### src/rlm_pkg.sv
// Purpose: Shared constants for the reference clock lock and rate meter.
// Assumes: 40 MHz core clock, 8-bit register link between the two ends.
// Notes: Register subaddresses and host bus offsets are fixed here.
package rlm_pkg;
  // Device register subaddresses
  localparam logic [2:0] ADDR_CTRL_A = 3'h0;
  localparam logic [2:0] ADDR_CTRL_B = 3'h1;
  localparam logic [2:0] ADDR_MISC = 3'h2;
  localparam logic [2:0] ADDR_CNT_HI = 3'h3;
  localparam logic [2:0] ADDR_CNT_MID = 3'h4;
  localparam logic [2:0] ADDR_CNT_LO = 3'h5;
  // Control fields of ref_clock_control
  localparam int BIT_LTR_EN = 0;
  localparam int BIT_RATE_EN = 1;
  localparam int RATIO_LSB = 2;
  localparam int RANGE_LSB = 6;
  // Second control register and misc status fields
  localparam int BIT_MEAS_START = 3;
  localparam int BIT_ACQ_START = 5;
  localparam int BIT_MISC_LOL = 0;
  localparam int BIT_MISC_DONE = 2;
  localparam int BIT_MISC_LOL_SEEN = 3;
  localparam logic [7:0] CTRL_RESET = 8'h00;
  // Measurement scale and ratio limit
  localparam int SCALE_BASE = 14;
  localparam logic [3:0] RATIO_MAX_CODE = 4'h8;
  localparam int COUNT_W = 23;
  // Host AHB-Lite offsets
  localparam logic [7:0] HOST_CMD = 8'h00;
  localparam logic [7:0] HOST_STATUS = 8'h04;
  localparam logic [7:0] HOST_IRQ_STAT = 8'h08;
  localparam logic [7:0] HOST_IRQ_MASK = 8'h0c;
  // Host command operations
  localparam logic [1:0] OP_WRITE = 2'h0;
  localparam logic [1:0] OP_READ = 2'h1;
  localparam logic [1:0] OP_ACQ = 2'h2;
  localparam logic [1:0] OP_MEAS = 2'h3;
  localparam int IRQ_DONE = 0;
  localparam int IRQ_REFUSED = 1;
  typedef enum logic [2:0] {
    HS_IDLE = 3'b001,
    HS_SEND = 3'b010,
    HS_WAIT = 3'b100
  } rlm_hstate_t;
endpackage

### src/rlm_if.sv
// Purpose: Register link between host controller and rate meter device.
// Assumes: Both ends run on the same core clock.
// Notes: Strobes are one-cycle pulses; ack answers one cycle later.
`timescale 1ns/1ps
interface rlm_if;
  logic regWr;
  logic regRd;
  logic [2:0] regAddr;
  logic [7:0] regWdata;
  logic [7:0] regRdata;
  logic regAck;
  modport dev (
    input regWr,
    input regRd,
    input regAddr,
    input regWdata,
    output regRdata,
    output regAck
  );
  modport host (
    output regWr,
    output regRd,
    output regAddr,
    output regWdata,
    input regRdata,
    input regAck
  );
endinterface

### src/rlm_device.sv
// Purpose: Reference clock lock control and fine data rate meter.
// Assumes: Reference and data clocks are slow enough to sample at 40 MHz.
// Notes: Count = data edges seen over 2^(14+range) reference edges.
//
// Chosen here: the placing of the registers and the AHB-Lite register port.
`timescale 1ns/1ps
////////////////////////////////////////////////////////////////////////
module rlm_device (
  input wire logic core_clk,
  input wire logic rstn,
  rlm_if.dev link,
  input wire logic refClkPin,
  input wire logic dataClkPin,
  input wire logic lossOfLockPin,
  output logic lockToRefMode,
  output logic [1:0] refRange,
  output logic [8:0] lockMultiplier,
  output logic acqStart
);
  logic [7:0] ref_clock_control;
  logic [7:0] second_control_register;
  logic [2:0] refSync;
  logic [2:0] dataSync;
  logic [2:0] lolSync;
  logic refRise;
  logic dataRise;
  logic lolRise;
  logic measActive;
  logic measDone;
  logic lolSeen;
  logic gateOpen;
  logic gateEnd;
  logic [17:0] refCnt;
  logic [17:0] refTarget;
  logic [22:0] dataCnt;
  logic [22:0] rateCount;
  logic wrA;
  logic wrB;
  logic measKick;
  logic measClear;
  logic acqKick;
  logic [7:0] next_rdata;

  //////////////////////////////////////////////////////////////////////
  // Pin synchronisers; stage 0 is read only by stage 1
  always_ff @(posedge core_clk or negedge rstn) begin
    if (!rstn) begin
      refSync <= 3'h0;
      dataSync <= 3'h0;
      lolSync <= 3'h0;
    end else begin
      refSync <= {refSync[1:0], refClkPin};
      dataSync <= {dataSync[1:0], dataClkPin};
      lolSync <= {lolSync[1:0], lossOfLockPin};
    end
  end

  // Edges taken between stages 1 and 2 only
  assign refRise = refSync[1] & ~refSync[2];
  assign dataRise = dataSync[1] & ~dataSync[2];
  assign lolRise = lolSync[1] & ~lolSync[2];

  //////////////////////////////////////////////////////////////////////
  // Register writes and their side effects
  assign wrA = link.regWr && (link.regAddr == rlm_pkg::ADDR_CTRL_A);
  assign wrB = link.regWr && (link.regAddr == rlm_pkg::ADDR_CTRL_B);
  // Falling edge of the start bit launches a run
  assign measKick = wrB && second_control_register[rlm_pkg::BIT_MEAS_START] &&
    !link.regWdata[rlm_pkg::BIT_MEAS_START] &&
    ref_clock_control[rlm_pkg::BIT_RATE_EN];
  // Writing the one already drops done
  assign measClear = wrB && link.regWdata[rlm_pkg::BIT_MEAS_START];
  // Three ways into a new acquisition, all only in lock mode
  assign acqKick = (wrB && second_control_register[rlm_pkg::BIT_ACQ_START] &&
      !link.regWdata[rlm_pkg::BIT_ACQ_START] &&
      ref_clock_control[rlm_pkg::BIT_LTR_EN]) ||
    (wrA && !ref_clock_control[rlm_pkg::BIT_LTR_EN] &&
      link.regWdata[rlm_pkg::BIT_LTR_EN]) ||
    (ref_clock_control[rlm_pkg::BIT_LTR_EN] && lolRise);

  // Control registers hold what the host last wrote
  always_ff @(posedge core_clk or negedge rstn) begin
    if (!rstn) begin
      ref_clock_control <= rlm_pkg::CTRL_RESET;
      second_control_register <= rlm_pkg::CTRL_RESET;
    end else begin
      if (wrA) begin
        ref_clock_control <= link.regWdata;
      end
      if (wrB) begin
        second_control_register <= link.regWdata;
      end
    end
  end

  //////////////////////////////////////////////////////////////////////
  // Lock-to-reference outputs; they follow ref_clock_control in rate meter mode too
  always_ff @(posedge core_clk or negedge rstn) begin
    if (!rstn) begin
      lockToRefMode <= 1'b0;
      refRange <= 2'h0;
      lockMultiplier <= 9'h001;
      acqStart <= 1'b0;
    end else begin
      lockToRefMode <= ref_clock_control[rlm_pkg::BIT_LTR_EN];
      refRange <= ref_clock_control[rlm_pkg::RANGE_LSB +: 2];
      // Codes past 8 clamp to 256 rather than wrap
      if (ref_clock_control[rlm_pkg::RATIO_LSB +: 4] > rlm_pkg::RATIO_MAX_CODE) begin
        lockMultiplier <= 9'h100;
      end else begin
        lockMultiplier <= 9'(9'h001 << ref_clock_control[rlm_pkg::RATIO_LSB +: 4]);
      end
      acqStart <= acqKick;
    end
  end

  //////////////////////////////////////////////////////////////////////
  // Rate meter: gate length in reference edges follows the range field
  assign refTarget = 18'(18'h1 << (rlm_pkg::SCALE_BASE +
    int'(ref_clock_control[rlm_pkg::RANGE_LSB +: 2])));

  // Gate closes on the edge that ends 2^(14+range) whole periods
  assign gateEnd = measActive && gateOpen && refRise &&
    (refCnt == 18'(refTarget - 18'h1));

  // Run control and done flag; a finishing run wins over a clear
  always_ff @(posedge core_clk or negedge rstn) begin
    if (!rstn) begin
      measActive <= 1'b0;
      measDone <= 1'b0;
    end else begin
      if (gateEnd) begin
        measActive <= 1'b0;
        measDone <= 1'b1;
      end else if (measKick) begin
        measActive <= 1'b1;
        measDone <= 1'b0;
      end else if (measClear) begin
        measDone <= 1'b0;
      end else if (!ref_clock_control[rlm_pkg::BIT_RATE_EN]) begin
        measActive <= 1'b0;
      end
    end
  end

  // Gate opens on a reference edge; a start mid-period would cut it short
  always_ff @(posedge core_clk or negedge rstn) begin
    if (!rstn) begin
      gateOpen <= 1'b0;
    end else if (measKick) begin
      gateOpen <= 1'b0;
    end else if (measActive && refRise) begin
      gateOpen <= 1'b1;
    end
  end

  // Gate and data counters; data count saturates instead of wrapping
  always_ff @(posedge core_clk or negedge rstn) begin
    if (!rstn) begin
      refCnt <= 18'h0;
      dataCnt <= 23'h0;
    end else if (measKick) begin
      refCnt <= 18'h0;
      dataCnt <= 23'h0;
    end else if (measActive && gateOpen) begin
      if (refRise) begin
        refCnt <= refCnt + 18'h1;
      end
      if (dataRise && (dataCnt != 23'h7fffff)) begin
        dataCnt <= dataCnt + 23'h1;
      end
    end
  end

  // Result latched at the end of the gate and held until the next gate ends
  always_ff @(posedge core_clk or negedge rstn) begin
    if (!rstn) begin
      rateCount <= 23'h0;
    end else if (gateEnd) begin
      rateCount <= dataRise ? 23'(dataCnt + 23'h1) : dataCnt;
    end
  end

  // Lock loss during a run marks the result suspect
  always_ff @(posedge core_clk or negedge rstn) begin
    if (!rstn) begin
      lolSeen <= 1'b0;
    end else if (measActive && lolSync[2]) begin
      lolSeen <= 1'b1;
    end else if (measKick) begin
      lolSeen <= 1'b0;
    end
  end

  //////////////////////////////////////////////////////////////////////
  // Read mux; unknown subaddresses read zero
  always_comb begin
    next_rdata = 8'h00;
    unique case (link.regAddr)
      rlm_pkg::ADDR_CTRL_A: next_rdata = ref_clock_control;
      rlm_pkg::ADDR_CTRL_B: next_rdata = second_control_register;
      rlm_pkg::ADDR_MISC: begin
        next_rdata[rlm_pkg::BIT_MISC_LOL] = lolSync[2];
        next_rdata[rlm_pkg::BIT_MISC_DONE] = measDone;
        next_rdata[rlm_pkg::BIT_MISC_LOL_SEEN] = lolSeen;
      end
      rlm_pkg::ADDR_CNT_HI: next_rdata = {1'b0, rateCount[22:16]};
      rlm_pkg::ADDR_CNT_MID: next_rdata = rateCount[15:8];
      rlm_pkg::ADDR_CNT_LO: next_rdata = rateCount[7:0];
      default: next_rdata = 8'h00;
    endcase
  end

  // Ack one cycle after each strobe
  always_ff @(posedge core_clk or negedge rstn) begin
    if (!rstn) begin
      link.regRdata <= 8'h00;
      link.regAck <= 1'b0;
    end else begin
      link.regAck <= link.regWr | link.regRd;
      if (link.regRd) begin
        link.regRdata <= next_rdata;
      end
    end
  end
endmodule

### src/flat_wrapper.sv
// flat-port wrapper written by rule: the top's interface ports become plain ports
module rlm_device_flat 
  (core_clk, rstn, refClkPin, dataClkPin, lossOfLockPin, lockToRefMode, refRange, lockMultiplier, acqStart, link_regWr, link_regRd, link_regAddr, link_regWdata, link_regRdata, link_regAck);
  rlm_if link_i ();
  input wire logic core_clk;
  input wire logic rstn;
  input wire logic refClkPin;
  input wire logic dataClkPin;
  input wire logic lossOfLockPin;
  output logic lockToRefMode;
  output logic [1:0] refRange;
  output logic [8:0] lockMultiplier;
  output logic acqStart;
  input wire logic [$bits(link_i.regWr)-1:0] link_regWr;
  input wire logic [$bits(link_i.regRd)-1:0] link_regRd;
  input wire logic [$bits(link_i.regAddr)-1:0] link_regAddr;
  input wire logic [$bits(link_i.regWdata)-1:0] link_regWdata;
  output wire logic [$bits(link_i.regRdata)-1:0] link_regRdata;
  output wire logic [$bits(link_i.regAck)-1:0] link_regAck;
  assign link_i.regWr = link_regWr;
  assign link_i.regRd = link_regRd;
  assign link_i.regAddr = link_regAddr;
  assign link_i.regWdata = link_regWdata;
  assign link_regRdata = link_i.regRdata;
  assign link_regAck = link_i.regAck;
  rlm_device u_core (.core_clk(core_clk), .rstn(rstn), .link(link_i), .refClkPin(refClkPin), .dataClkPin(dataClkPin), .lossOfLockPin(lossOfLockPin), .lockToRefMode(lockToRefMode), .refRange(refRange), .lockMultiplier(lockMultiplier), .acqStart(acqStart));
endmodule
### config.mk
export PLATFORM = sky130hd
export DESIGN_NAME = rlm_device_flat
export DESIGN_NICKNAME = d
export VERILOG_FILES = /design/src/rlm_pkg.sv /design/src/rlm_if.sv /design/src/rlm_device.sv /design/src/flat_wrapper.sv
export SDC_FILE = /design/constraint.sdc
export NUM_CORES = 1
export LEC_CHECK = 0
export ABC_AREA = 1
export BUFFER_PORTS_ARGS = -buffer_cell sky130_fd_sc_hd__buf_2
export CAP_MARGIN = 20
export CORE_UTILIZATION = 65
export DETAILED_ROUTE_END_ITERATION = 7
export HOLD_SLACK_MARGIN = 0.06
export PLACE_DENSITY = 0.82
export SYNTH_ARGS = -nofsm -noshare
export SYNTH_HDL_FRONTEND = slang
export SYNTH_SLANG_ARGS = --single-unit
### constraint.sdc
create_clock -name core_clk -period 2.49 [get_ports core_clk]
set_input_delay 0.249 -clock core_clk [delete_from_list [all_inputs] [get_ports core_clk]]
set_output_delay 0.249 -clock core_clk [all_outputs]
set_load 0.005 [all_outputs]
==> flow_summary.ini <==
[route]
drt_iter0_drc = 505
topRoutingLayerUsed = met4
drcViolationCount = 5
dr_wl_met2_mm = 7.94
dr_wl_met3_mm = 1.09
routed_wl_mm = 15.7
ant_nets = 0
wire_per_inst_um = 16.0
dr.pass1.iters = 7
viasPerCell = 5.78
num_vias = 5679
wl_met1_mm = 6.08

[critical_path]
rr_endpoint = u_core.rateCount[5]
critPathRequiredTime_ns = 2.94
critical-path-top-delay-family = simple AND/OR/NAND/NOR gates
crit_buf_inv = 1
reg2reg_slack_ns = 0.51
critPathLaunchType = flop
cpMostUsedCell = nand2_1
worstPathCellList = nand2_1 -> nor2_2 -> nand2_1 -> nor2_2 -> nand3_4 -> clkinv_1 -> nand3_1 -> nand2_1
worstRegToRegCells = 8
regToRegStartpoint = u_core.measActive
crit_type = flop to flop
worstPathArrival_ns = 2.43
endpoint_kind = flop
cp_max_fo = 19
critical-path-max-stage-delay_ns = 0.36
cp_slowest_cell = dfrtp_1

[cts]
cts.clk_slew.worst_paths_ns = 0.06
cts_repair_resize_count = 0
cts_buffers = 17
cts_buffer_depth = 2
htreeDepth = 4
cts_sinks = 115
cts_tree = built
clk_latency_ns = 0.52
root_buffer = clkbuf_8
postCtsSetupBuffers = 0

[synthesis]
synth_most_common_cell = nand2_1
synth_area_per_cell_um2 = 7.46
synth.area.top_cells = dfrtp_1 48%, nand2_1 19%, nand3_1 6.8%
postSynthCellCount = 805
synth.net_count = 826
ys_warn_count = 0
synth_top_area_share_pct = 47.5
netlist_top_cells_count = 298 x nand2_1, 114 x dfrtp_1, 92 x nor2_1
ys_seq_area_share_pct = 48.0
synthDistinctLibCells = 40
ys_async_sr_fraction_pct = 100
synth_edf_count = 0
yosys.area.top_type = dfrtp_1
syn_area_um2 = 6000
dominantRegCellSynth = dfrtp_1
synth_seq_cells = 115

[global_routing]
antenna_found_initial = 0
grt_pass1_vias = 5704
overflow = 0
grtUsageTotal_pct = 35.7
grt_max_degree = 81
grt_pass1_wl_mm = 26.7

[final_layout]
insertedDiodeCount = 0
final_nets = 882
fin_area_um2 = 7040
multi_input_area_um2 = 2750
nFillCells = 602
syn_to_final_growth_pct = 17.3
fin_cells = 982
seq_area_um2 = 2880
drive_above_1_share_pct = 11.4

[sta]
fin_crit_sh_pct = 79.4
relSlewSlack_pct = 64.0
rsz0062_at_grt = no
hold_ws_ns = 0.227
setup_viol = 0
period_minus_slack_ns = 1.98
worst_slew_pin_slew_ns = 0.540
finalHoldViolations = 0
finClkSkew_ns = 0.0120
setup_tns_ns = 0
slew_violations = 0
fmax_mhz = 506

[power]
power_switching_mw = 1.15
p_comb_share_pct = 7.1
p_int_mw = 3.92
power_frac_clock_pct = 52.3
p_leak_nw = 3.51
cellPowerDensity_nw_per_um2 = 720
vdd_ir_drop_max_uv = 606
p_seq_share_pct = 40.6
p_sw_share_pct = 22.7

[placed_design]
dp.final_hpwl_mm = 10.1
port_buffers = 39
dp_cells = 936
placed_area_um2 = 6260
gp_congestion = 0.949

[die]
core_um2 = 8850
dieArea_um2 = 9620
die_x_um = 98.1
rows = 34
start_util_pct = 67.8
die_h_um = 98.1
io-pin-count = 40

[hold_path]
hp-class = input pin to async pin

[status]
run_status = finished, violations left
violations = DRC

[job]
drv_cap = 0
==> cells by family (layout without fill, tap and decap cells) <==
group | count (synthesis) | after routing | synth area share, %
AO/OA/AOI/OAI | 73 | 73 | 6.44
XOR/XNOR | 6 | 6 | 0.875
adder cells (fa/ha/maj) | 3 | 3 | 0.625
buffers and inverters | 86 | 155 | 6.21
flip-flops | 115 | 115 | 48.0
multiplexers | 3 | 3 | 0.500
AND/OR/NAND/NOR | 519 | 519 | 37.4
==> flip-flops by register name, indices dropped and copies added (netlist names), 8 cells and up <==
| register | flops |
|---|---|
| u_core.dataCnt | 23 |
| u_core.rateCount | 23 |
| u_core.refCnt | 18 |
| u_core.lockMultiplier | 9 |
| u_core.link.regRdata | 8 |
| u_core.ref_clock_control | 8 |
| u_core.second_control_register | 8 |
==> placed cells by master (no fill, tap or decap), drive strengths merged, types with 6 or more instances in the layout <==
cell and count:
a21oi 18, buf 42, clkbuf 22, clkinv 7
dfrtp 114, dlygate4sd3 14, inv 64, nand2 304
nand3 84, nand3b 6, nand4 13, nor2 103
nor3 6, o21ai 47
==> metal layers <==
metal / up-vias / global-route usage (%)
li1: 2681 / -
met1: 2672 / 41.7
met2: 270 / 61.3
met3: 56 / 7.52
met4: 0 / 20.0
met5: - / 0
==> final cells by class <==
type	count	area share, %
Clock buffer	22	6.58
Inverter	67	3.71
Multi-Input combinational cell	604	39.1
Sequential cell	115	40.9
Tap cell	108	1.92
Timing Repair Buffer	56	5.30
Clock inverter	10	2.52
==> power groups by stage <==
| stage | Combinational, mW | Sequential, mW | Clock [mW] |
|---|---|---|---|
| after floorplan | 0.180 | 2.07 | 0 |
| after global placement | 0.317 | 2.08 | 0 |
| after detailed placement | 0.333 | 2.08 | 0 |
| after CTS | 0.356 | 2.05 | 2.66 |
| after global routing | 0.405 | 2.07 | 2.75 |
| final | 0.360 | 2.06 | 2.65 |
==> through the flow <==
step	utilization [%]	total power, mW	setup slack (ns)
2_1_floorplan	-	2.25	0.828
6_report	79.6	5.07	0.512
5_1_grt	79.6	5.23	0.324
3_5_place_dp	70.7	2.42	0.494
3_3_place_gp	70.7	2.40	0.556
4_1_cts	79.6	5.06	0.547
==> how the worst max path moves through the flow <==
stage	cells past startpoint	slack [ns]	end	startpoint
after floorplan	11	0.83	u_core.dataCnt[12]	u_core.dataCnt[0]
after global placement	11	0.56	u_core.dataCnt[14]	link_regAddr[2]
after detailed placement	11	0.49	u_core.dataCnt[18]	link_regAddr[2]
after CTS	8	0.55	u_core.rateCount[5]	u_core.measActive
after global routing	8	0.32	u_core.rateCount[5]	u_core.ref_clock_control[7]
final	8	0.51	u_core.rateCount[5]	u_core.measActive
==> timing repair <==
action / in CTS / in global routing
endpoints found under the hold margin: 57 / 0
hold buffers: 14 / 0
endpoints found under the setup margin: 0 / 0
No activity file was read; power rests on OpenSTA's default activity.
